### config.mk
export PLATFORM = sky130hd
export DESIGN_NAME = amp_load_diagnostic_sequencer
export DESIGN_NICKNAME = d
export VERILOG_FILES = /design/src/inc/diag_seq_pkg.sv /design/src/inc/chan_if.sv /design/src/design/perm_chan.sv /design/src/design/amp_load_diagnostic_sequencer.sv
export VERILOG_INCLUDE_DIRS = /design/src /design/src/inc
export SDC_FILE = /design/constraint.sdc
export NUM_CORES = 1
export LEC_CHECK = 0
export BUFFER_PORTS_ARGS = -buffer_cell sky130_fd_sc_hd__buf_2
export CORE_MARGIN = 1
export CORE_UTILIZATION = 40
export CTS_CLUSTER_SIZE = 20
export DETAILED_ROUTE_END_ITERATION = 6
export HOLD_SLACK_MARGIN = 0.06
export PLACE_DENSITY = 0.59
export SETUP_SLACK_MARGIN = 0.05
export SLEW_MARGIN = 20
export SYNTH_ARGS = -nofsm -noshare
export SYNTH_HDL_FRONTEND = slang
export SYNTH_SLANG_ARGS = --single-unit
export TNS_END_PERCENT = 20
### constraint.sdc
create_clock -name clk -period 20.1 [get_ports clk]
set_input_delay 5.025 -clock clk [delete_from_list [all_inputs] [get_ports clk]]
set_output_delay 5.025 -clock clk [all_outputs]
set_load 0.05 [all_outputs]
### src/inc/diag_seq_defines.svh
// timing and field constants for the load diagnostic sequencer
`ifndef DIAG_SEQ_DEFINES_SVH
`define DIAG_SEQ_DEFINES_SVH
`define CLK_HZ 10000000
`define MS_CYC(ms) ((ms) * (`CLK_HZ / 1000))
`define RAMP_MS 10
`define RAIL_MS 10
`define SHORT_PLAT_MS 80
`define LOAD_PLAT_BASE_MS 140
`define LOAD_PLAT_CAP_MS 86
`define LOAD_PLAT_LIM_MS 80
`define RESTART_MS 2
`define PERM_PLAT_MS 80
`define I_SHORT_SPK_MA 8'hC8
`define I_SHORT_LINE_MA 8'h28
`define I_OPEN_SPK_MA 8'h28
`define I_OPEN_LINE_MA 8'h02
`define FB_GND 0
`define FB_VS 1
`define FB_OPEN 2
`define FB_ACROSS 3
`define FB_PLAT_DONE 4
`define FB_HARD_OK 6
`endif

### src/inc/diag_seq_pkg.sv
// types for the load diagnostic sequencer
package diag_seq_pkg;
  typedef enum logic [2:0] {
    T_IDLE = 3'h0, T_SS_RISE = 3'h1, T_SS_PLAT = 3'h3, T_SS_FALL = 3'h2,
    T_RAIL_UP = 3'h6, T_TEST = 3'h7, T_RAIL_DN = 3'h5, T_DONE = 3'h4
  } turnon_state_t;
  typedef enum logic [1:0] {
    P_PLAY = 2'h0, P_RESTART = 2'h1, P_PLATEAU = 2'h3, P_WAIT = 2'h2
  } perm_state_t;
  typedef logic [7:0] fault_byte_t;
endpackage

### src/inc/chan_if.sv
// control and status bundle between the sequencer and one channel
`timescale 1ns/1ns
interface chan_if;
  logic diag_en;
  logic overcur;
  logic fault_gnd;
  logic fault_vs;
  logic fault_across;
  logic clear;
  logic reread;
  logic shut;
  logic [7:0] fault_byte;
  modport ctl (output diag_en, overcur, fault_gnd, fault_vs, fault_across, clear, reread,
    input shut, fault_byte);
  modport chan (input diag_en, overcur, fault_gnd, fault_vs, fault_across, clear, reread,
    output shut, fault_byte);
endinterface

### src/design/perm_chan.sv
// per-channel permanent diagnostic state machine
`timescale 1ns/1ns
`include "diag_seq_defines.svh"
module perm_chan #(
  parameter int RESTART_CYC = `MS_CYC(`RESTART_MS),
  parameter int PLAT_CYC = `MS_CYC(`PERM_PLAT_MS)
) (
  input wire logic clk,
  input wire logic rst_n,
  chan_if.chan c
);
  import diag_seq_pkg::*;
  perm_state_t st_q, st_d;
  logic [23:0] cnt_q, cnt_d;
  logic [7:0] fb_q, fb_d;
  logic restart_end, plat_end;
  assign restart_end = (cnt_q == 24'(RESTART_CYC - 1));
  assign plat_end = (cnt_q == 24'(PLAT_CYC - 1));
  assign c.shut = (st_q != P_PLAY);
  assign c.fault_byte = fb_q;
  always_comb begin
    st_d = st_q;
    cnt_d = cnt_q + 24'h1;
    fb_d = fb_q;
    case (st_q)
      P_PLAY: begin
        cnt_d = 24'h0;
        if (c.overcur) begin
          st_d = P_RESTART;
        end
      end
      P_RESTART: begin
        // only the level at the end of the pulse counts, so a spike at its start is filtered out
        if (restart_end) begin
          cnt_d = 24'h0;
          if (!c.overcur) begin
            st_d = P_PLAY;
          end else if (c.diag_en && !fb_q[`FB_PLAT_DONE]) begin
            st_d = P_PLATEAU;
          end
        end
      end
      P_PLATEAU: begin
        if (plat_end) begin
          cnt_d = 24'h0;
          st_d = P_RESTART;
          fb_d[`FB_GND] = c.fault_gnd;
          fb_d[`FB_VS] = c.fault_vs;
          fb_d[`FB_ACROSS] = c.fault_across;
          fb_d[`FB_PLAT_DONE] = 1'b1;
        end
      end
      default: st_d = P_PLAY;
    endcase
    // a read while restarts run re-arms the plateau only if the fault still stands
    if (c.reread && st_q == P_RESTART && c.overcur && c.diag_en) begin
      fb_d[`FB_PLAT_DONE] = 1'b0;
    end
    if (c.clear) begin
      fb_d = 8'h00;
    end
    if (!c.diag_en) begin
      fb_d = 8'h00;
    end
    if (st_q == P_PLATEAU && plat_end) begin
      fb_d[`FB_PLAT_DONE] = c.diag_en;
    end
  end
  always_ff @(posedge clk) begin
    if (!rst_n) begin
      st_q <= P_PLAY;
      cnt_q <= 24'h0;
      fb_q <= 8'h00;
    end else begin
      st_q <= st_d;
      cnt_q <= cnt_d;
      fb_q <= fb_d;
    end
  end
  a_restart_len: assert property (@(posedge clk) disable iff (!rst_n)
    (st_q == P_RESTART && cnt_q == 24'h0) |-> (st_q == P_RESTART) [*8])
    else $error("restart cycle too short");
  a_plat_done_set: assert property (@(posedge clk) disable iff (!rst_n)
    (st_q == P_PLATEAU && plat_end && c.diag_en && !c.clear) |=> fb_q[`FB_PLAT_DONE])
    else $error("plateau done bit not set");
  a_restart_off: assert property (@(posedge clk) disable iff (!rst_n)
    !c.diag_en |=> fb_q == 8'h00)
    else $error("fault byte kept in restart mode");
  a_no_plat_off: assert property (@(posedge clk) disable iff (!rst_n)
    (st_q == P_RESTART && !c.diag_en) |=> st_q != P_PLATEAU)
    else $error("plateau in restart mode");
  a_restart_first: assert property (@(posedge clk) disable iff (!rst_n)
    (st_q == P_PLAY && c.overcur) |=> st_q == P_RESTART)
    else $error("overload did not start restart");
endmodule // perm_chan

### src/design/amp_load_diagnostic_sequencer.sv
// turn-on and permanent load diagnostic sequencer for four channels
//////////////////////////////////////////////////////////////////////
//////////////////////////////////////////////////////////////////////
`timescale 1ns/1ns
`include "diag_seq_defines.svh"
module amp_load_diagnostic_sequencer #(
  parameter int RAMP_CYC = `MS_CYC(`RAMP_MS),
  parameter int RAIL_CYC = `MS_CYC(`RAIL_MS),
  parameter int SHORT_PLAT_CYC = `MS_CYC(`SHORT_PLAT_MS),
  parameter int RESTART_CYC = `MS_CYC(`RESTART_MS),
  parameter int PERM_PLAT_CYC = `MS_CYC(`PERM_PLAT_MS),
  parameter int MS_CYC_1 = `MS_CYC(1)
) (
  input wire logic clk,
  input wire logic rst_n,
  input wire logic diag_enable_bit,
  input wire logic amp_mode_bit,
  input wire logic biased,
  input wire logic [2:0] plateau_multiplier_field,
  input wire logic [1:0] line_driver_select_bits,
  input wire logic [7:0] pulse_ramp_time,
  input wire logic soft_short_seen,
  input wire logic [3:0] overcurrent,
  input wire logic [3:0] short_gnd_seen,
  input wire logic [3:0] short_vs_seen,
  input wire logic [3:0] short_across_seen,
  input wire logic [3:0] open_load_seen,
  input wire logic [3:0] byte_read,
  output logic [7:0] channel_fault_bytes [4],
  output logic diag_valid_bit,
  output logic [3:0] channel_shut,
  output logic analog_regulator_rail,
  output logic output_raised,
  output logic test_pulse,
  output logic [7:0] short_test_current [4],
  output logic [7:0] open_test_current [4]
);
  import diag_seq_pkg::*;
  //////////////////////////////////////////////////////////////////////
  turnon_state_t st_q, st_d;
  logic [27:0] cnt_q;
  logic en_q;
  logic valid_q;
  logic [1:0] pulse_q;
  logic start, step_end, clear_all;
  logic [3:0] mult;
  logic [27:0] ramp_up, plat_load, phase_len;
  logic [7:0] ru_ms;
  assign start = diag_enable_bit && !en_q && !amp_mode_bit && st_q == T_IDLE;
  assign clear_all = byte_read[3];
  function automatic logic [3:0] mult_of(input logic [2:0] f);
    case (f[1:0])
      2'h0: mult_of = 4'h1;
      2'h1: mult_of = 4'h2;
      2'h2: mult_of = 4'h4;
      default: mult_of = 4'h8;
    endcase
  endfunction
  assign mult = mult_of(plateau_multiplier_field);
  assign ru_ms = pulse_ramp_time;
  // the rail adds its own time to both ramps when it moves
  assign ramp_up = 28'(RAMP_CYC);
  assign plat_load = (28'(`LOAD_PLAT_BASE_MS) > 28'(2 * ru_ms) + 28'(`LOAD_PLAT_LIM_MS)) ?
    28'(`LOAD_PLAT_CAP_MS * MS_CYC_1) * 28'(mult) :
    (28'(`LOAD_PLAT_BASE_MS) - 28'(2 * ru_ms)) * 28'(MS_CYC_1) * 28'(mult);
  always_comb begin
    case (st_q)
      T_SS_RISE, T_SS_FALL: phase_len = ramp_up;
      T_SS_PLAT: phase_len = 28'(SHORT_PLAT_CYC);
      T_RAIL_UP, T_RAIL_DN: phase_len = 28'(RAIL_CYC) + ramp_up;
      T_TEST: phase_len = soft_short_seen ? 28'(SHORT_PLAT_CYC) :
        28'(2 * ru_ms) * 28'(MS_CYC_1) * 28'(mult) + plat_load;
      default: phase_len = 28'h1;
    endcase
  end
  assign step_end = (cnt_q >= phase_len - 28'h1);
  always_comb begin
    st_d = st_q;
    case (st_q)
      T_IDLE: if (start) st_d = T_SS_RISE;
      T_SS_RISE: if (step_end) st_d = T_SS_PLAT;
      T_SS_PLAT: if (step_end) st_d = T_SS_FALL;
      T_SS_FALL: if (step_end) st_d = T_RAIL_UP;
      T_RAIL_UP: if (step_end) st_d = T_TEST;
      T_TEST: if (step_end && (soft_short_seen || pulse_q == 2'h1)) st_d = T_RAIL_DN;
      T_RAIL_DN: if (step_end) st_d = T_DONE;
      T_DONE: st_d = T_IDLE;
      default: st_d = T_IDLE;
    endcase
  end
  always_ff @(posedge clk) begin
    if (!rst_n) begin
      st_q <= T_IDLE;
      cnt_q <= 28'h0;
      en_q <= 1'b0;
      pulse_q <= 2'h0;
    end else begin
      st_q <= st_d;
      en_q <= diag_enable_bit;
      cnt_q <= (st_d != st_q || (st_q == T_TEST && step_end)) ? 28'h0 : cnt_q + 28'h1;
      pulse_q <= (st_q == T_TEST && step_end) ? pulse_q + 2'h1 : (st_q == T_IDLE ? 2'h0 : pulse_q);
    end
  end
  always_ff @(posedge clk) begin
    if (!rst_n) begin
      valid_q <= 1'b0;
    end else if (st_q == T_DONE) begin
      valid_q <= 1'b1;
    end else if (start || clear_all) begin
      valid_q <= 1'b0;
    end
  end
  assign diag_valid_bit = valid_q;
  assign analog_regulator_rail = (st_q == T_RAIL_UP || st_q == T_TEST || st_q == T_RAIL_DN);
  assign output_raised = (st_q != T_IDLE && st_q != T_DONE);
  assign test_pulse = (st_q == T_TEST) && !soft_short_seen;
  //////////////////////////////////////////////////////////////////////
  genvar g;
  generate
    for (g = 0; g < 4; g++) begin : ch
      chan_if cif ();
      logic line_sel;
      logic [7:0] ton_q;
      assign line_sel = (g % 2 == 0) ? line_driver_select_bits[1] : line_driver_select_bits[0];
      assign short_test_current[g] = line_sel ? `I_SHORT_LINE_MA : `I_SHORT_SPK_MA;
      assign open_test_current[g] = line_sel ? `I_OPEN_LINE_MA : `I_OPEN_SPK_MA;
      assign cif.diag_en = diag_enable_bit && biased;
      assign cif.overcur = overcurrent[g] && amp_mode_bit;
      assign cif.fault_gnd = short_gnd_seen[g];
      assign cif.fault_vs = short_vs_seen[g];
      assign cif.fault_across = short_across_seen[g];
      assign cif.clear = clear_all;
      assign cif.reread = byte_read[g];
      assign channel_shut[g] = cif.shut;
      perm_chan #(.RESTART_CYC(RESTART_CYC), .PLAT_CYC(PERM_PLAT_CYC)) u_perm (
        .clk(clk),
        .rst_n(rst_n),
        .c(cif)
      );
      always_ff @(posedge clk) begin
        if (!rst_n || clear_all) begin
          ton_q <= 8'h00;
        end else if (st_q == T_TEST && step_end) begin
          ton_q[`FB_GND] <= short_gnd_seen[g];
          ton_q[`FB_VS] <= short_vs_seen[g];
          ton_q[`FB_ACROSS] <= short_across_seen[g];
          ton_q[`FB_OPEN] <= open_load_seen[g];
          ton_q[`FB_HARD_OK] <= soft_short_seen && !short_gnd_seen[g] && !short_vs_seen[g];
        end
      end
      // turn-on results stay until the permanent machine writes its own
      assign channel_fault_bytes[g] = cif.fault_byte[`FB_PLAT_DONE] ? cif.fault_byte : ton_q;
    end
  endgenerate
  a_tur_start: assert property (@(posedge clk) disable iff (!rst_n)
    (st_q == T_IDLE && $rose(diag_enable_bit) && !amp_mode_bit) |=> st_q == T_SS_RISE)
    else $error("turn-on diagnostic did not start");
  a_no_start_play: assert property (@(posedge clk) disable iff (!rst_n)
    (st_q == T_IDLE && amp_mode_bit) |=> st_q == T_IDLE)
    else $error("turn-on started in play");
  a_ss_plat_len: assert property (@(posedge clk) disable iff (!rst_n)
    (st_q == T_SS_PLAT && st_d != T_SS_PLAT) |-> cnt_q == 28'(SHORT_PLAT_CYC - 1))
    else $error("short plateau scaled");
  a_rail_off_ss: assert property (@(posedge clk) disable iff (!rst_n)
    (st_q == T_SS_RISE || st_q == T_SS_PLAT) |-> !analog_regulator_rail)
    else $error("rail on during soft short");
  a_valid_done: assert property (@(posedge clk) disable iff (!rst_n)
    (st_q == T_DONE) |=> diag_valid_bit)
    else $error("valid bit not set");
  a_clear_read: assert property (@(posedge clk) disable iff (!rst_n)
    byte_read[3] |=> (ch[0].ton_q == 8'h00 && ch[3].ton_q == 8'h00))
    else $error("read did not clear bytes");
  a_mult_val: assert property (@(posedge clk) disable iff (!rst_n)
    (mult == 4'h1 || mult == 4'h2 || mult == 4'h4 || mult == 4'h8))
    else $error("bad multiplier");
  a_current_sel: assert property (@(posedge clk) disable iff (!rst_n)
    !line_driver_select_bits[1] |-> short_test_current[0] == `I_SHORT_SPK_MA)
    else $error("wrong test current");
endmodule // amp_load_diagnostic_sequencer

; ---- After elaboration in Yosys (flattened, before gate mapping)
; Cells that the tools add are included.
[totals]
rom_bits = 0
mem_count = 0
mem_bits_rw = 0
latch_bits = 0
wordCells = 279
register_bits = 175
[op_classes]
div_mod_pow = 0
eq_ne = 52
magnitude_cmp = 2
bitwise = 2
mul = 5
shift = 0
n_mux = 92
n_reduce_logical = 91
n_addsub = 10
[ops]
columns = op, n
row1 = 24-bit one-hot mux with 3 select lines, 4
row2 = 24-bit two-way mux, 8
row3 = 28-bit one-hot mux with 4 select lines, 1
row4 = "24-bit by 1-bit adder with 24-bit output, second input constant", 4
row5 = "24-bit by 15-bit equality test with 1-bit output, second input constant", 4
row6 = "24-bit by 20-bit equality test with 1-bit output, second input constant", 4
row7 = 2-bit two-way mux, 38
row8 = 28-bit two-way mux, 2
row9 = 1-bit logical AND, 40
row10 = 5-bit two-way mux, 8
row11 = "5-bit by 2-bit != test with 1-bit output, second input constant", 6
row12 = 27-bit by 28-bit adder with 28-bit output, 1
row13 = "28-bit by 1-bit adder with 28-bit output, second input constant", 1
row14 = 28-bit >= comparator, 1
row15 = "28-bit by 10-bit multiplier with 24-bit output, second input constant", 1
row16 = 7-bit two-way mux, 4
row17 = "28-bit by 1-bit subtractor with 28-bit output, second input constant", 1
row18 = 24-bit by 4-bit multiplier with 24-bit output, 1
row19 = "2-bit by 1-bit != test with 1-bit output, second input constant", 12
row20 = 2-bit one-hot mux with 3 select lines, 4
row21 = 3-bit one-hot mux with 8 select lines, 1
row22 = 18-bit by 4-bit multiplier with 22-bit output, 1
row23 = 3-bit two-way mux, 7
row24 = "15-bit by 4-bit multiplier with 19-bit output, first input constant", 1
row25 = other kinds (28), 99

; ---- Depth between registers and ports, before layout
; Gate-level depths: netlist of run 1.
[depth]
word_depth = 15
mapped_depth = 57

; ---- Modules after synthesis
; A second synthesis of run 1 with hierarchy kept.
[hier_totals]
hier_cells = 2375
hier_area_um2 = 19571.3
[by_module_without_submodules]
columns = module, area_per_inst_um2, n_inst, seq_area_each_um2, cells_each
row1 = amp_load_diagnostic_sequencer, 13559.3, 1, 1101.1, 1706
row2 = perm_chan at ch[0].u_perm ..., 1501.4, 3, 600.6, 167
row3 = perm_chan at ch[3].u_perm, 1507.7, 1, 600.6, 168

; ---- Worst setup path after synthesis of run 1
; OpenSTA, ideal clock, no wires.
[synth_path]
path_kind = in2reg
startpoint = input pulse_ramp_time[3]
endpoint = register ch[0].ton_q[0]
arrival_time_ns = 16.504
slack_ns = 3.481
n_path_buf = 3
path_stages = 48
cell_sequence = buf_2 > inv_1 > ha_1 > a21oi_1 > nor3_1 > a21o_1 > clkinv_1 > ha_1 > xnor2_1 > ha_1 > fa_1 > ha_1 > inv_1 > fa_1 > inv_1 > ha_1 > inv_1 > o21bai_1 > (+12 left out) > nor2_1 > ha_1 > a21o_1 > a31o_2 > a21oi_1 > nor2b_1 > or3_1 > mux2i_1 > xor2_1 > ha_1 > nand4_1 > nor4_1 > and2_1 > a21o_1 > clkbuf_1 > buf_1 > mux2i_1 > o21a_1
[synth_via]
elab_chain_cells = 10
[synth_lines]
columns = element, line_no
row1 = "start, declared", amp_load_diagnostic_sequencer.sv:21  ; input wire logic [7:0] pulse_ramp_time,
row2 = 8-bit by 9-bit subtractor with 10-bit output, amp_load_diagnostic_sequencer.sv:65  ; (28'(`LOAD_PLAT_BASE_MS) - 28'(2 * ru_ms)) * 28'(MS_CYC_1) * 28'(mult);
row3 = 28-bit by 10-bit multiplier with 24-bit output, amp_load_diagnostic_sequencer.sv:65
row4 = 24-bit by 4-bit multiplier with 24-bit output, amp_load_diagnostic_sequencer.sv:65
row5 = 28-bit two-way mux, amp_load_diagnostic_sequencer.sv:63  ; assign plat_load = (28'(`LOAD_PLAT_BASE_MS) > 28'(2 * ru_ms) + 28'(`LOAD_PLAT_LIM_MS)) ?
row6 = 27-bit by 28-bit adder with 28-bit output (*), amp_load_diagnostic_sequencer.sv:72  ; 28'(2 * ru_ms) * 28'(MS_CYC_1) * 28'(mult) + plat_load;
row7 = 28-bit two-way mux (*), amp_load_diagnostic_sequencer.sv:71  ; T_TEST: phase_len = soft_short_seen ? 28'(SHORT_PLAT_CYC) :
row8 = 28-bit one-hot mux with 4 select lines (*), amp_load_diagnostic_sequencer.sv:67  ; case (st_q)
row9 = 28-bit by 1-bit subtractor with 28-bit output (*), amp_load_diagnostic_sequencer.sv:76  ; assign step_end = (cnt_q >= phase_len - 28'h1);
row10 = 28-bit >= comparator (*), amp_load_diagnostic_sequencer.sv:76
row11 = 1-bit logical AND (*), amp_load_diagnostic_sequencer.sv:143  ; end else if (st_q == T_TEST && step_end) begin
row12 = "end signal, assigned by index", amp_load_diagnostic_sequencer.sv:144  ; ton_q[`FB_GND] <= short_gnd_seen[g];
row13 = "end signal, assigned by index", amp_load_diagnostic_sequencer.sv:145  ; ton_q[`FB_VS] <= short_vs_seen[g];
row14 = "end signal, assigned by index", amp_load_diagnostic_sequencer.sv:146  ; ton_q[`FB_ACROSS] <= short_across_seen[g];
row15 = "end, declared", amp_load_diagnostic_sequencer.sv:123  ; logic [7:0] ton_q;
; Mark *: on every way between the ends. The rest lies on a longest branch, timed or not.
; A chain may end at the register's enable or synchronous reset.

; ---- Worst setup path after layout of run 1
[layout_path]
startpoint = input pulse_ramp_time[0]
endpoint = register pulse_q[0]
[layout_via]
elab_chain_cells = 11
[layout_lines]
columns = element, line_no
row1 = 8-bit by 9-bit subtractor with 10-bit output, amp_load_diagnostic_sequencer.sv:65
row2 = 28-bit by 10-bit multiplier with 24-bit output, amp_load_diagnostic_sequencer.sv:65
row3 = 24-bit by 4-bit multiplier with 24-bit output, amp_load_diagnostic_sequencer.sv:65
row4 = 28-bit two-way mux, amp_load_diagnostic_sequencer.sv:63
row5 = 27-bit by 28-bit adder with 28-bit output (*), amp_load_diagnostic_sequencer.sv:72
row6 = 28-bit two-way mux (*), amp_load_diagnostic_sequencer.sv:71
row7 = 28-bit one-hot mux with 4 select lines (*), amp_load_diagnostic_sequencer.sv:67
row8 = 28-bit by 1-bit subtractor with 28-bit output (*), amp_load_diagnostic_sequencer.sv:76
row9 = 28-bit >= comparator (*), amp_load_diagnostic_sequencer.sv:76
row10 = 1-bit logical AND (*), amp_load_diagnostic_sequencer.sv:101  ; pulse_q <= (st_q == T_TEST && step_end) ? pulse_q + 2'h1 : (st_q == T_IDLE ? 2'h0 : pulse_q);
row11 = 2-bit two-way mux or 2-bit nonzero test (tied branches), --
row12 = "end signal, assigned", amp_load_diagnostic_sequencer.sv:101
row13 = "end, declared", amp_load_diagnostic_sequencer.sv:44  ; logic [1:0] pulse_q;
; Marks and branches as above.

==> results of run 1 <==
## cell usage in the layout (no fill, tap or decap), drive strengths merged, types with 12 or more instances in the layout
| cell | instances |
|---|---|
| xor2 | 110 |
| mux2 | 14 |
| nand2b | 25 |
| inv | 245 |
| nor3 | 25 |
| nand2 | 242 |
| xnor2 | 111 |
| nor2 | 269 |
| fa | 106 |
| mux2i | 36 |
| nand4 | 32 |
| o21a | 34 |
| a31oi | 14 |
| clkbuf | 19 |
| ha | 223 |
| buf | 111 |
| a21o | 32 |
| nand3 | 86 |
| o21ai | 73 |
| nor2b | 29 |
| o211ai | 12 |
| dfxtp | 175 |
| nor4 | 17 |
| conb | 49 |
| or3 | 13 |
| and3 | 37 |
| a21oi | 96 |
| and2 | 68 |
## critical path: cells and delay by family
family,cells,cell delay (ps)
multiplexers,2,420
XOR/XNOR,4,680
adder cells (fa/ha/maj),12,4670
AO/OA/AOI/OAI,11,3230
buffers and inverters,9,1300
AND/OR/NAND/NOR,9,1770
## worst max-delay path by stage
stage / depth (start not counted) / start / slack, ps / to
3_5_place_dp: 47 / pulse_ramp_time[0] / 2380 / ch[0].ton_q[1]$_SDFFE_PP0P_
3_3_place_gp: 47 / pulse_ramp_time[0] / 2570 / ch[0].ton_q[3]$_SDFFE_PP0P_
2_1_floorplan: 48 / pulse_ramp_time[3] / 3480 / ch[0].ton_q[0]$_SDFFE_PP0P_
6_report: 47 / pulse_ramp_time[0] / 3340 / pulse_q[0]$_SDFFE_PN0P_
4_1_cts: 47 / pulse_ramp_time[0] / 2840 / ch[0].ton_q[1]$_SDFFE_PP0P_
5_1_grt: 47 / pulse_ramp_time[0] / 2290 / ch[3].ton_q[6]$_SDFFE_PP0P_
## power by group through the flow
| stage | registers, mW | logic, mW | clock network [mW] |
|---|---|---|---|
| after CTS | 0.365 | 2.61 | 0.358 |
| after detailed placement | 0.373 | 2.58 | 0 |
| after floorplan | 0.370 | 2.06 | 0 |
| final | 0.365 | 2.60 | 0.346 |
| after global routing | 0.366 | 2.95 | 0.371 |
| after global placement | 0.372 | 2.55 | 0 |
## sequential cells by signal, indices dropped and copies added, names as in the netlist
name,cells
ch.ton_q,20
ch.u_perm.c.fault_byte,16
ch.u_perm.cnt_q,96
ch.u_perm.st_q,8
cnt_q,28
diag_valid_bit,1
en_q,1
pulse_q,2
st_q,3
## stage by stage
| stage | hold WS [ps] | worst slack [ps] | std cells |
|---|---|---|---|
| after floorplan | 430 | 3480 | 2424 |
| after global placement | 439 | 2570 | 3000 |
| after detailed placement | 449 | 2380 | 3000 |
| after CTS | 459 | 2840 | 3032 |
| after global routing | 485 | 2290 | 3032 |
| final | 457 | 3340 | 3032 |
## metal layers
| layer | GRT usage (%) | routed length (um) | vias to the layer above |
|---|---|---|---|
| met5 | 0 | 0 | - |
| met1 | 24.1 | 20900 | 7170 |
| met4 | 4.37 | 637 | 0 |
| met3 | 1.90 | 888 | 38 |
| met2 | 28.7 | 19300 | 191 |
| li1 | - | - | 7850 |
## kinds of logic (layout without fill, tap and decap cells)
logic type / Yosys count / after routing / synth area share (%)
and+or+nand+nor: 884 / 884 / 22.3
buffers and inverters: 383 / 384 / 9.26
other: 2 / 49 / 0.0395
xor gates and xnor gates: 221 / 221 / 10.2
muxes: 50 / 50 / 2.72
DFF: 175 / 175 / 18.4
AOI/OAI and AO/OA: 331 / 331 / 11.1
adders and majority gates: 331 / 331 / 25.9
## layout make-up
type | count | area, um2
Clock inverter | 13 | 171
Clock buffer | 19 | 453
Multi-Input combinational cell | 1866 | 13900
Sequential cell | 175 | 3500
Timing Repair Buffer | 111 | 591
Fill cell | 4642 | 26400
Tap cell | 607 | 759
Inverter | 241 | 905
==> impl_metrics.csv, run 1 <==
group,metric,value,unit
logic_synthesis,syn_area_per_cell,8.00,um2
cts,cts-buffers-inserted,17,
detailed_routing,drt_first_pass_iters,7,
run_status,status,"finished, violations left",
grt,grt_pass1_vias,14400,
sta,final-hold-violation-count,0,
setup_path,slowest_delay,730,ps
cells_and_area,final_area,0.0203,mm2
grt,grtUsageTotal,17.4,%
logic_synthesis,synth_warnings,0,
power,p_total,3.31,mW
sta,fin_crit_sh,83.4,%
logic_synthesis,ys_ff_latch,175,
placed_design,placed_area,0.0197,mm2
power,intPower,1.58,mW
detailed_routing,wl,41700,um
grt,grt-ovfl-total,0,
grt,grt_pass1_wl,69300,um
setup_path,required,20460,ps
floorplan,die_area,0.0484,mm2
grt,grt_max_degree,53,
logic_synthesis,synthTopCellsByArea,"dfxtp_1 18%, ha_1 15%, fa_1 11%",
floorplan,boundaryPins,147,
setup_path,ff2ff_path_depth,19,
floorplan,dieWidth,220,um
min_path,whs_path_depth,2,
setup_path,crit_type,"input port to flip-flop",
cells_and_area,syn_to_final_growth,6.95,%
cts,clock_path_buffers,2,
sta,setup_viol,0,
logic_synthesis,yosys-top-cells-count,"269 x nor2_1, 242 x nand2_1, 239 x inv_1",
setup_path,crit_slowest_cell,"a2111oi_1",
power,power.density,163,mW/mm2
placed_design,gp_congestion,0.836,
floorplan,core-area,0.0468,mm2
cts,h-tree-depth,4,
sta,slew_viol_final,0,
floorplan,rows,79,
logic_synthesis,async_flop_share,0,%
power,p_comb_share,78.5,%
floorplan,initial_core_util,40.7,%
power,p_clk_share,10.5,%
logic_synthesis,synth_area_leader_cell,"dfxtp_1",
detailed_routing,antenna_left,0,
detailed_routing,vias,15200,
setup_path,reg2reg_slack,13940,ps
cells_and_area,antennaDiodeCount,0,
placed_design,dp_hpwl,33300,um
sta,fin_crit,16760,ps
sta,relSlewSlack,31.5,%
cts,clk_latency,450,ps
logic_synthesis,post-synth-top-count-cell,"nor2_1",
logic_synthesis,yosysSeqAreaShare,18.4,%
placed_design,io_buffers,97,
setup_path,timing.rr.start,"st_q[2]$_SDFF_PN0_",
power,switching_share,52.2,%
setup_path,critPathCaptureType,"flip-flop",
cts,post_cts_buffers,0,
sta,timing_worst_slew_pin_value,1020,ps
run_status,violations,"design-rule violations",
setup_path,cpMostUsedCell,"ha_1",
power,ir_drop,0.000150,V
cells_and_area,post-route-util,43.5,%
cts,cts_resized,0,
min_path,min_path_type,"flip-flop to flip-flop",
sta,max_freq,0.0597,GHz
power,seqPwrFrac,11.0,%
setup_path,timing.rr.end,"pulse_q[0]$_SDFFE_PN0P_",
min_path,min_from,"ch[2].ton_q[6]$_SDFFE_PP0P_",
min_path,whs_endpoint,"ch[2].ton_q[6]$_SDFFE_PP0P_",
floorplan,die_h,220,um
power,p_sw,1.73,mW
logic_synthesis,syn_inst,2377,
detailed_routing,viasPerCell,5.03,
cells_and_area,layout-drive-gt1-share,7.46,%
logic_synthesis,yosysTopAreaCellShare,18.4,%
cts,clkTransAtPathRegs,70,ps
detailed_routing,drc,7,
run,drv_cap,0,
logic_synthesis,synth_edf_count,0,
power,power_leakage,9.21,nW
detailed_routing,drtIter0Drc,778,
setup_path,crit_arrival,17130,ps
cts,cts-root-buf,"clkbuf_16",
logic_synthesis,ys.flop_type,"dfxtp_1",
logic_synthesis,synth_area,0.0190,mm2
logic_synthesis,ys_types,73,
grt,antenna_found_initial,0,
cts,cts_tree,"done",
detailed_routing,routedWlPerCell,13.8,um
sta,grt_setup_unrepaired,"false",
sta,skew,14.0,ps
setup_path,start_kind,"input port",
cts,postCtsHoldBufs,0,
cts,cts.sinks,175,
cells_and_area,nets,2784,
setup_path,crit_path_max_fanout,15,
sta,tns,0,ps
Note: power is estimated with default switching activity, not from simulation.
==> inputs of run 2 (changes only) <==
--- a/config.mk
+++ b/config.mk
@@ -12,7 +12,7 @@
 export CTS_CLUSTER_SIZE = 20
 export DETAILED_ROUTE_END_ITERATION = 6
 export HOLD_SLACK_MARGIN = 0.06
-export PLACE_DENSITY = 0.59
+export PLACE_DENSITY = 0.61
 export SETUP_SLACK_MARGIN = 0.05
 export SLEW_MARGIN = 20
 export SYNTH_ARGS = -nofsm -noshare
==> constraint.sdc (replaced) <==
create_clock -name clk -period 14.65 [get_ports clk]
set_input_delay 3.6625 -clock clk [delete_from_list [all_inputs] [get_ports clk]]
set_output_delay 3.6625 -clock clk [all_outputs]
set_load 0.05 [all_outputs]
==> impl_metrics.csv, run 2 (synthesized netlist as in run 1, its figures left out) <==
group,metric,value,unit
sta,final-hold-violation-count,0,
cells_and_area,nets,2823,
detailed_routing,wl,43000,um
sta,max_freq,0.0720,GHz
setup_path,crit_type,"input port to flip-flop",
floorplan,core-area,0.0468,mm2
cells_and_area,layout-drive-gt1-share,9.29,%
cells_and_area,syn_to_final_growth,8.90,%
sta,skew,13.6,ps
power,p_total,4.76,mW
setup_path,cpMostUsedCell,"ha_1",
sta,fin_crit_sh,94.9,%
grt,grt-ovfl-total,0,
cts,clkTransAtPathRegs,70,ps
power,p_sw,2.44,mW
setup_path,start_kind,"input port",
placed_design,gp_congestion,0.871,
placed_design,dp_hpwl,34100,um
sta,slew_viol_final,0,
cts,postCtsHoldBufs,0,
placed_design,placed_area,0.0200,mm2
sta,relSlewSlack,36.1,%
cells_and_area,largest_reg_flops,96,
min_path,min_path_type,"flip-flop to flip-flop",
power,p_clk_share,9.8,%
cts,cts-root-buf,"clkbuf_16",
detailed_routing,vias,15600,
cells_and_area,most-common-layout-cells,"269 x nor2_1, 242 x nand2_1, 239 x inv_1, 223 x ha_1, 175 x dfxtp_1",
detailed_routing,drt_first_pass_iters,7,
cts,clk_latency,440,ps
power,switching_share,51.3,%
sta,timing_worst_slew_pin_value,955,ps
cells_and_area,top_regs,"ch.u_perm.cnt_q x96, cnt_q x28, ch.ton_q x20",
grt,antenna_found_initial,1,
sta,fin_crit,13900,ps
detailed_routing,routedWlPerCell,14.0,um
power,seqPwrFrac,10.5,%
detailed_routing,viasPerCell,5.07,
cts,cts_tree,"done",
setup_path,crit_arrival,14210,ps
setup_path,critPathCaptureType,"flip-flop",
setup_path,slowest_delay,530,ps
cells_and_area,antennaDiodeCount,0,
power,p_comb_share,79.7,%
run,drv_cap,0,
setup_path,required,14970,ps
sta,grt_setup_unrepaired,"true",
floorplan,die_area,0.0484,mm2
grt,grt_pass1_vias,14600,
cts,cts.sinks,175,
run_status,status,"finished, violations left",
power,power.density,230,mW/mm2
detailed_routing,drtIter0Drc,749,
floorplan,die_h,220,um
detailed_routing,antenna_left,0,
floorplan,dieWidth,220,um
floorplan,boundaryPins,147,
power,ir_drop,0.000205,V
cells_and_area,final_common_cell,"nor2_1",
cts,cts-buffers-inserted,17,
cts,clock_path_buffers,2,
setup_path,crit_path_max_fanout,5,
sta,tns,0,ps
power,intPower,2.32,mW
sta,setup_viol,0,
cells_and_area,final_area,0.0207,mm2
grt,grtUsageTotal,17.6,%
cts,h-tree-depth,4,
grt,grt_pass1_wl,70300,um
run_status,violations,"design-rule violations",
sta,whs,466,ps
grt,grt_max_degree,51,
cells_and_area,max_flop_register,"ch.u_perm.cnt_q",
floorplan,rows,79,
placed_design,io_buffers,97,
setup_path,crit_slowest_cell,"fa_1",
power,power_leakage,9.43,nW
detailed_routing,drc,9,
floorplan,initial_core_util,40.7,%
-- run 2: routing by layer --
| layer | global-route usage [%] | part of all wire, % | up-vias |
|---|---|---|---|
| met5 | 0 | 0.030 | - |
| met4 | 3.33 | 1.2 | 2 |
| met3 | 2.18 | 3.0 | 34 |
| met2 | 29.5 | 47 | 226 |
| met1 | 24.1 | 48 | 7393 |
| li1 | - | - | 7927 |
-- run 2: final timing paths --
check	slack (ps)	cells after the start	to	startpoint
hold reg to reg	470	2	ch[0].ton_q[6]$_SDFFE_PP0P_	ch[0].ton_q[6]$_SDFFE_PP0P_
setup reg to reg	8970	24	pulse_q[1]$_SDFFE_PN0P_	st_q[2]$_SDFF_PN0_
setup / recovery	750	49	pulse_q[0]$_SDFFE_PN0P_	pulse_ramp_time[2]
hold / removal	470	2	ch[0].ton_q[6]$_SDFFE_PP0P_	ch[0].ton_q[6]$_SDFFE_PP0P_
-- run 2: final cells by class --
| cell class | count | area, um2 |
|---|---|---|
| fillers | 4634 | 26100 |
| repair buffers | 150 | 938 |
| well taps | 607 | 759 |
| clock inverters | 14 | 163 |
| inverters | 241 | 906 |
| multi-input cells | 1866 | 14000 |
| clock buffers | 18 | 439 |
| flip-flops and latches | 175 | 3500 |
-- run 2: repair_timing --
| action | in CTS | in global routing |
|---|---|---|
| buffers inserted | 0 | 2 |
| endpoints found under the setup margin | 0 | 53 |
| resized for setup | 0 | 11 |
-- run 2: worst max-delay path, delay by kind of cell --
| family | cells | cell delay (ps) |
|---|---|---|
| buffers and inverters | 9 | 900 |
| AO/OA/AOI/OAI | 11 | 2510 |
| XOR/XNOR | 4 | 730 |
| multiplexers | 2 | 290 |
| adder cells (fa/ha/maj) | 12 | 4420 |
| AND/OR/NAND/NOR | 11 | 1670 |
-- run 2: power groups by stage --
stage               sequential (mW)  combinational [mW]  clock [mW]
CTS                           0.501                3.78       0.476
global placement              0.511                3.70           0
floorplan                     0.507                2.83           0
finish                        0.501                3.79       0.466
detailed placement            0.512                3.75           0
global route                  0.503                4.27       0.497
-- run 2: metrics by stage --
step	utilization, %	worst slack [ps]	std cells
after detailed placement	42.8	-107	3036
after floorplan	-	55.8	2424
after CTS	44.1	318	3068
after global placement	42.8	13.9	3036
after global routing	44.3	15.5	3071
final	44.3	754	3071
==> inputs of run 3 (changes only) <==
--- a/config.mk
+++ b/config.mk
@@ -8,11 +8,11 @@
 export LEC_CHECK = 0
 export BUFFER_PORTS_ARGS = -buffer_cell sky130_fd_sc_hd__buf_2
 export CORE_MARGIN = 1
-export CORE_UTILIZATION = 40
+export CORE_UTILIZATION = 50
 export CTS_CLUSTER_SIZE = 20
 export DETAILED_ROUTE_END_ITERATION = 6
 export HOLD_SLACK_MARGIN = 0.06
-export PLACE_DENSITY = 0.61
+export PLACE_DENSITY = 0.73
 export SETUP_SLACK_MARGIN = 0.05
 export SLEW_MARGIN = 20
 export SYNTH_ARGS = -nofsm -noshare
==> impl_metrics.csv, run 3 (synthesized netlist as in run 1, its figures left out) <==
group,metric,value,unit
cts,clk_latency,440,ps
detailed_routing,viasPerCell,5.28,
grt,grt_pass1_wl,69600,um
floorplan,rows,71,
setup_path,endpoint,"ch[1].ton_q[0]$_SDFFE_PP0P_",
grt,grt-ovfl-total,0,
cts,clkTransAtPathRegs,70,ps
cells_and_area,largest_reg_flops,96,
setup_path,timing.rr.start,"st_q[2]$_SDFF_PN0_",
setup_path,critPathCaptureType,"flip-flop",
cts,cts-buffers-inserted,17,
floorplan,dieWidth,197,um
setup_path,crit_type,"input port to flip-flop",
cts,cts_tree,"done",
floorplan,core-area,0.0376,mm2
sta,setup_viol,0,
cells_and_area,nets,2819,
detailed_routing,routedWlPerCell,14.0,um
sta,timing_worst_slew_pin_value,876,ps
floorplan,die_h,197,um
grt,grtUsageTotal,21.5,%
cells_and_area,most-common-layout-cells,"268 x nor2_1, 242 x nand2_1, 239 x inv_1, 223 x ha_1, 175 x dfxtp_1",
power,p_total,4.76,mW
sta,skew,14.5,ps
setup_path,timing.rr.end,"cnt_q[4]$_SDFF_PP0_",
cts,clock_path_buffers,2,
detailed_routing,antenna_left,0,
detailed_routing,drc,0,
detailed_routing,drtIter0Drc,871,
detailed_routing,wl,41700,um
floorplan,die_area,0.0388,mm2
grt,grt_max_degree,46,
detailed_routing,vias,15700,
floorplan,boundaryPins,147,
cts,h-tree-depth,4,
cells_and_area,top_regs,"ch.u_perm.cnt_q x96, cnt_q x28, ch.ton_q x20",
setup_path,cp-startpoint,"pulse_ramp_time[0]",
placed_design,dp_hpwl,33000,um
placed_design,gp_congestion,0.892,
power,power_leakage,9.44,nW
sta,max_freq,0.0715,GHz
sta,slew_viol_final,0,
setup_path,crit_path_max_fanout,19,
sta,fin_crit,13980,ps
floorplan,initial_core_util,50.6,%
cells_and_area,antennaDiodeCount,0,
setup_path,required,15040,ps
power,power.density,231,mW/mm2
sta,fin_crit_sh,95.4,%
detailed_routing,drt_first_pass_iters,5,
cts,cts-root-buf,"clkbuf_16",
setup_path,reg2reg_slack,8860,ps
setup_path,crit_arrival,14370,ps
setup_path,start_kind,"input port",
setup_path,crit_slowest_cell,"fa_1",
cells_and_area,syn_to_final_growth,8.40,%
sta,final-hold-violation-count,0,
power,ir_drop,0.000249,V
setup_path,slowest_delay,530,ps
cells_and_area,layout-drive-gt1-share,9.31,%
setup_path,cpMostUsedCell,"ha_1",
grt,antenna_found_initial,1,
run,drv_cap,0,
sta,relSlewSlack,41.4,%
cells_and_area,max_flop_register,"ch.u_perm.cnt_q",
sta,tns,0,ps
cells_and_area,final_common_cell,"nor2_1",
placed_design,io_buffers,97,
min_path,min_path_type,"flip-flop to flip-flop",
setup_path,ff2ff_path_depth,24,
cts,cts.sinks,175,
grt,grt_pass1_vias,15100,
run_status,status,"complete, no violations",
==> run 3: cell types whose count changed in the layout (fill, tap and decap cells not counted), moves of 2 or more <==
| cell | change |
|---|---|
| clkinv_8 | -2 |
| buf_4 | -3 |
| xnor2_2 | +2 |
| inv_6 | -2 |
| bufinv_16 | +3 |
| xnor2_1 | -2 |
==> run 3: worst min-delay path by stage <==
stage                                                  end  cells past startpoint  slack (ps)                             start
final                     ch[0].u_perm.cnt_q[0]$_SDFF_PN0_                      1         460  ch[0].u_perm.cnt_q[0]$_SDFF_PN0_
after global routing           ch[3].ton_q[6]$_SDFFE_PP0P_                      2         480       ch[3].ton_q[6]$_SDFFE_PP0P_
after CTS                 ch[0].u_perm.cnt_q[0]$_SDFF_PN0_                      1         470  ch[0].u_perm.cnt_q[0]$_SDFF_PN0_
after detailed placement  ch[1].u_perm.cnt_q[0]$_SDFF_PN0_                      1         450  ch[1].u_perm.cnt_q[0]$_SDFF_PN0_
after global placement         ch[3].ton_q[6]$_SDFFE_PP0P_                      2         440       ch[3].ton_q[6]$_SDFFE_PP0P_
after floorplan           ch[2].u_perm.cnt_q[0]$_SDFF_PN0_                      1         430  ch[2].u_perm.cnt_q[0]$_SDFF_PN0_
==> run 3: area by class of cell <==
class	count	area (um2)
Multi-Input combinational cell	1866	14000
Timing Repair Buffer	146	891
Clock inverter	15	223
Tap cell	511	639
Inverter	241	906
Sequential cell	175	3500
Clock buffer	17	425
Fill cell	3430	17000
==> run 3: power by group <==
part | internal (mW) | switching [mW]
combinational | 1.55 | 2.21
clock | 0.292 | 0.210
sequential | 0.487 | 0.0143
total | 2.33 | 2.43
==> run 3: per-stage QoR <==
step                      hold WS (ps)  instance area (um2)  instances  utilization (%)  setup WS (ps)
after floorplan                    430                19200       2424                -           55.8
after global placement             440                19900       2938             52.9           24.1
after global routing               483                20600       2971             54.8          -11.6
after CTS                          466                20500       2970             54.6            250
after detailed placement           453                19900       2938             52.9           -202
final                              463                20600       2971             54.8            667
==> run 3: what timing repair did <==
item / 4_1_cts / 5_1_grt
setup buffers: 0 / 1
setup endpoints to repair: 0 / 53
gates resized for setup: 0 / 15
hold buffers: 0 / 0
==> run 3: critical path: cells and delay by family <==
kind	cells	cell delay [ps]
AO/OA/AOI/OAI	12	2300
buffers and inverters	9	840
multiplexers	2	400
AND/OR/NAND/NOR	11	2070
adder cells (fa/ha/maj)	12	4510
XOR/XNOR	4	580
==> run 3: metal layers <==
layer  up-vias  GRT usage (%)  share of wire, %
li1       7904              -                 -
met1      7416           28.1                47
met2       304           37.0                48
met3        61           2.58               3.5
met4         2           6.40               2.1
met5         -              0             0.029
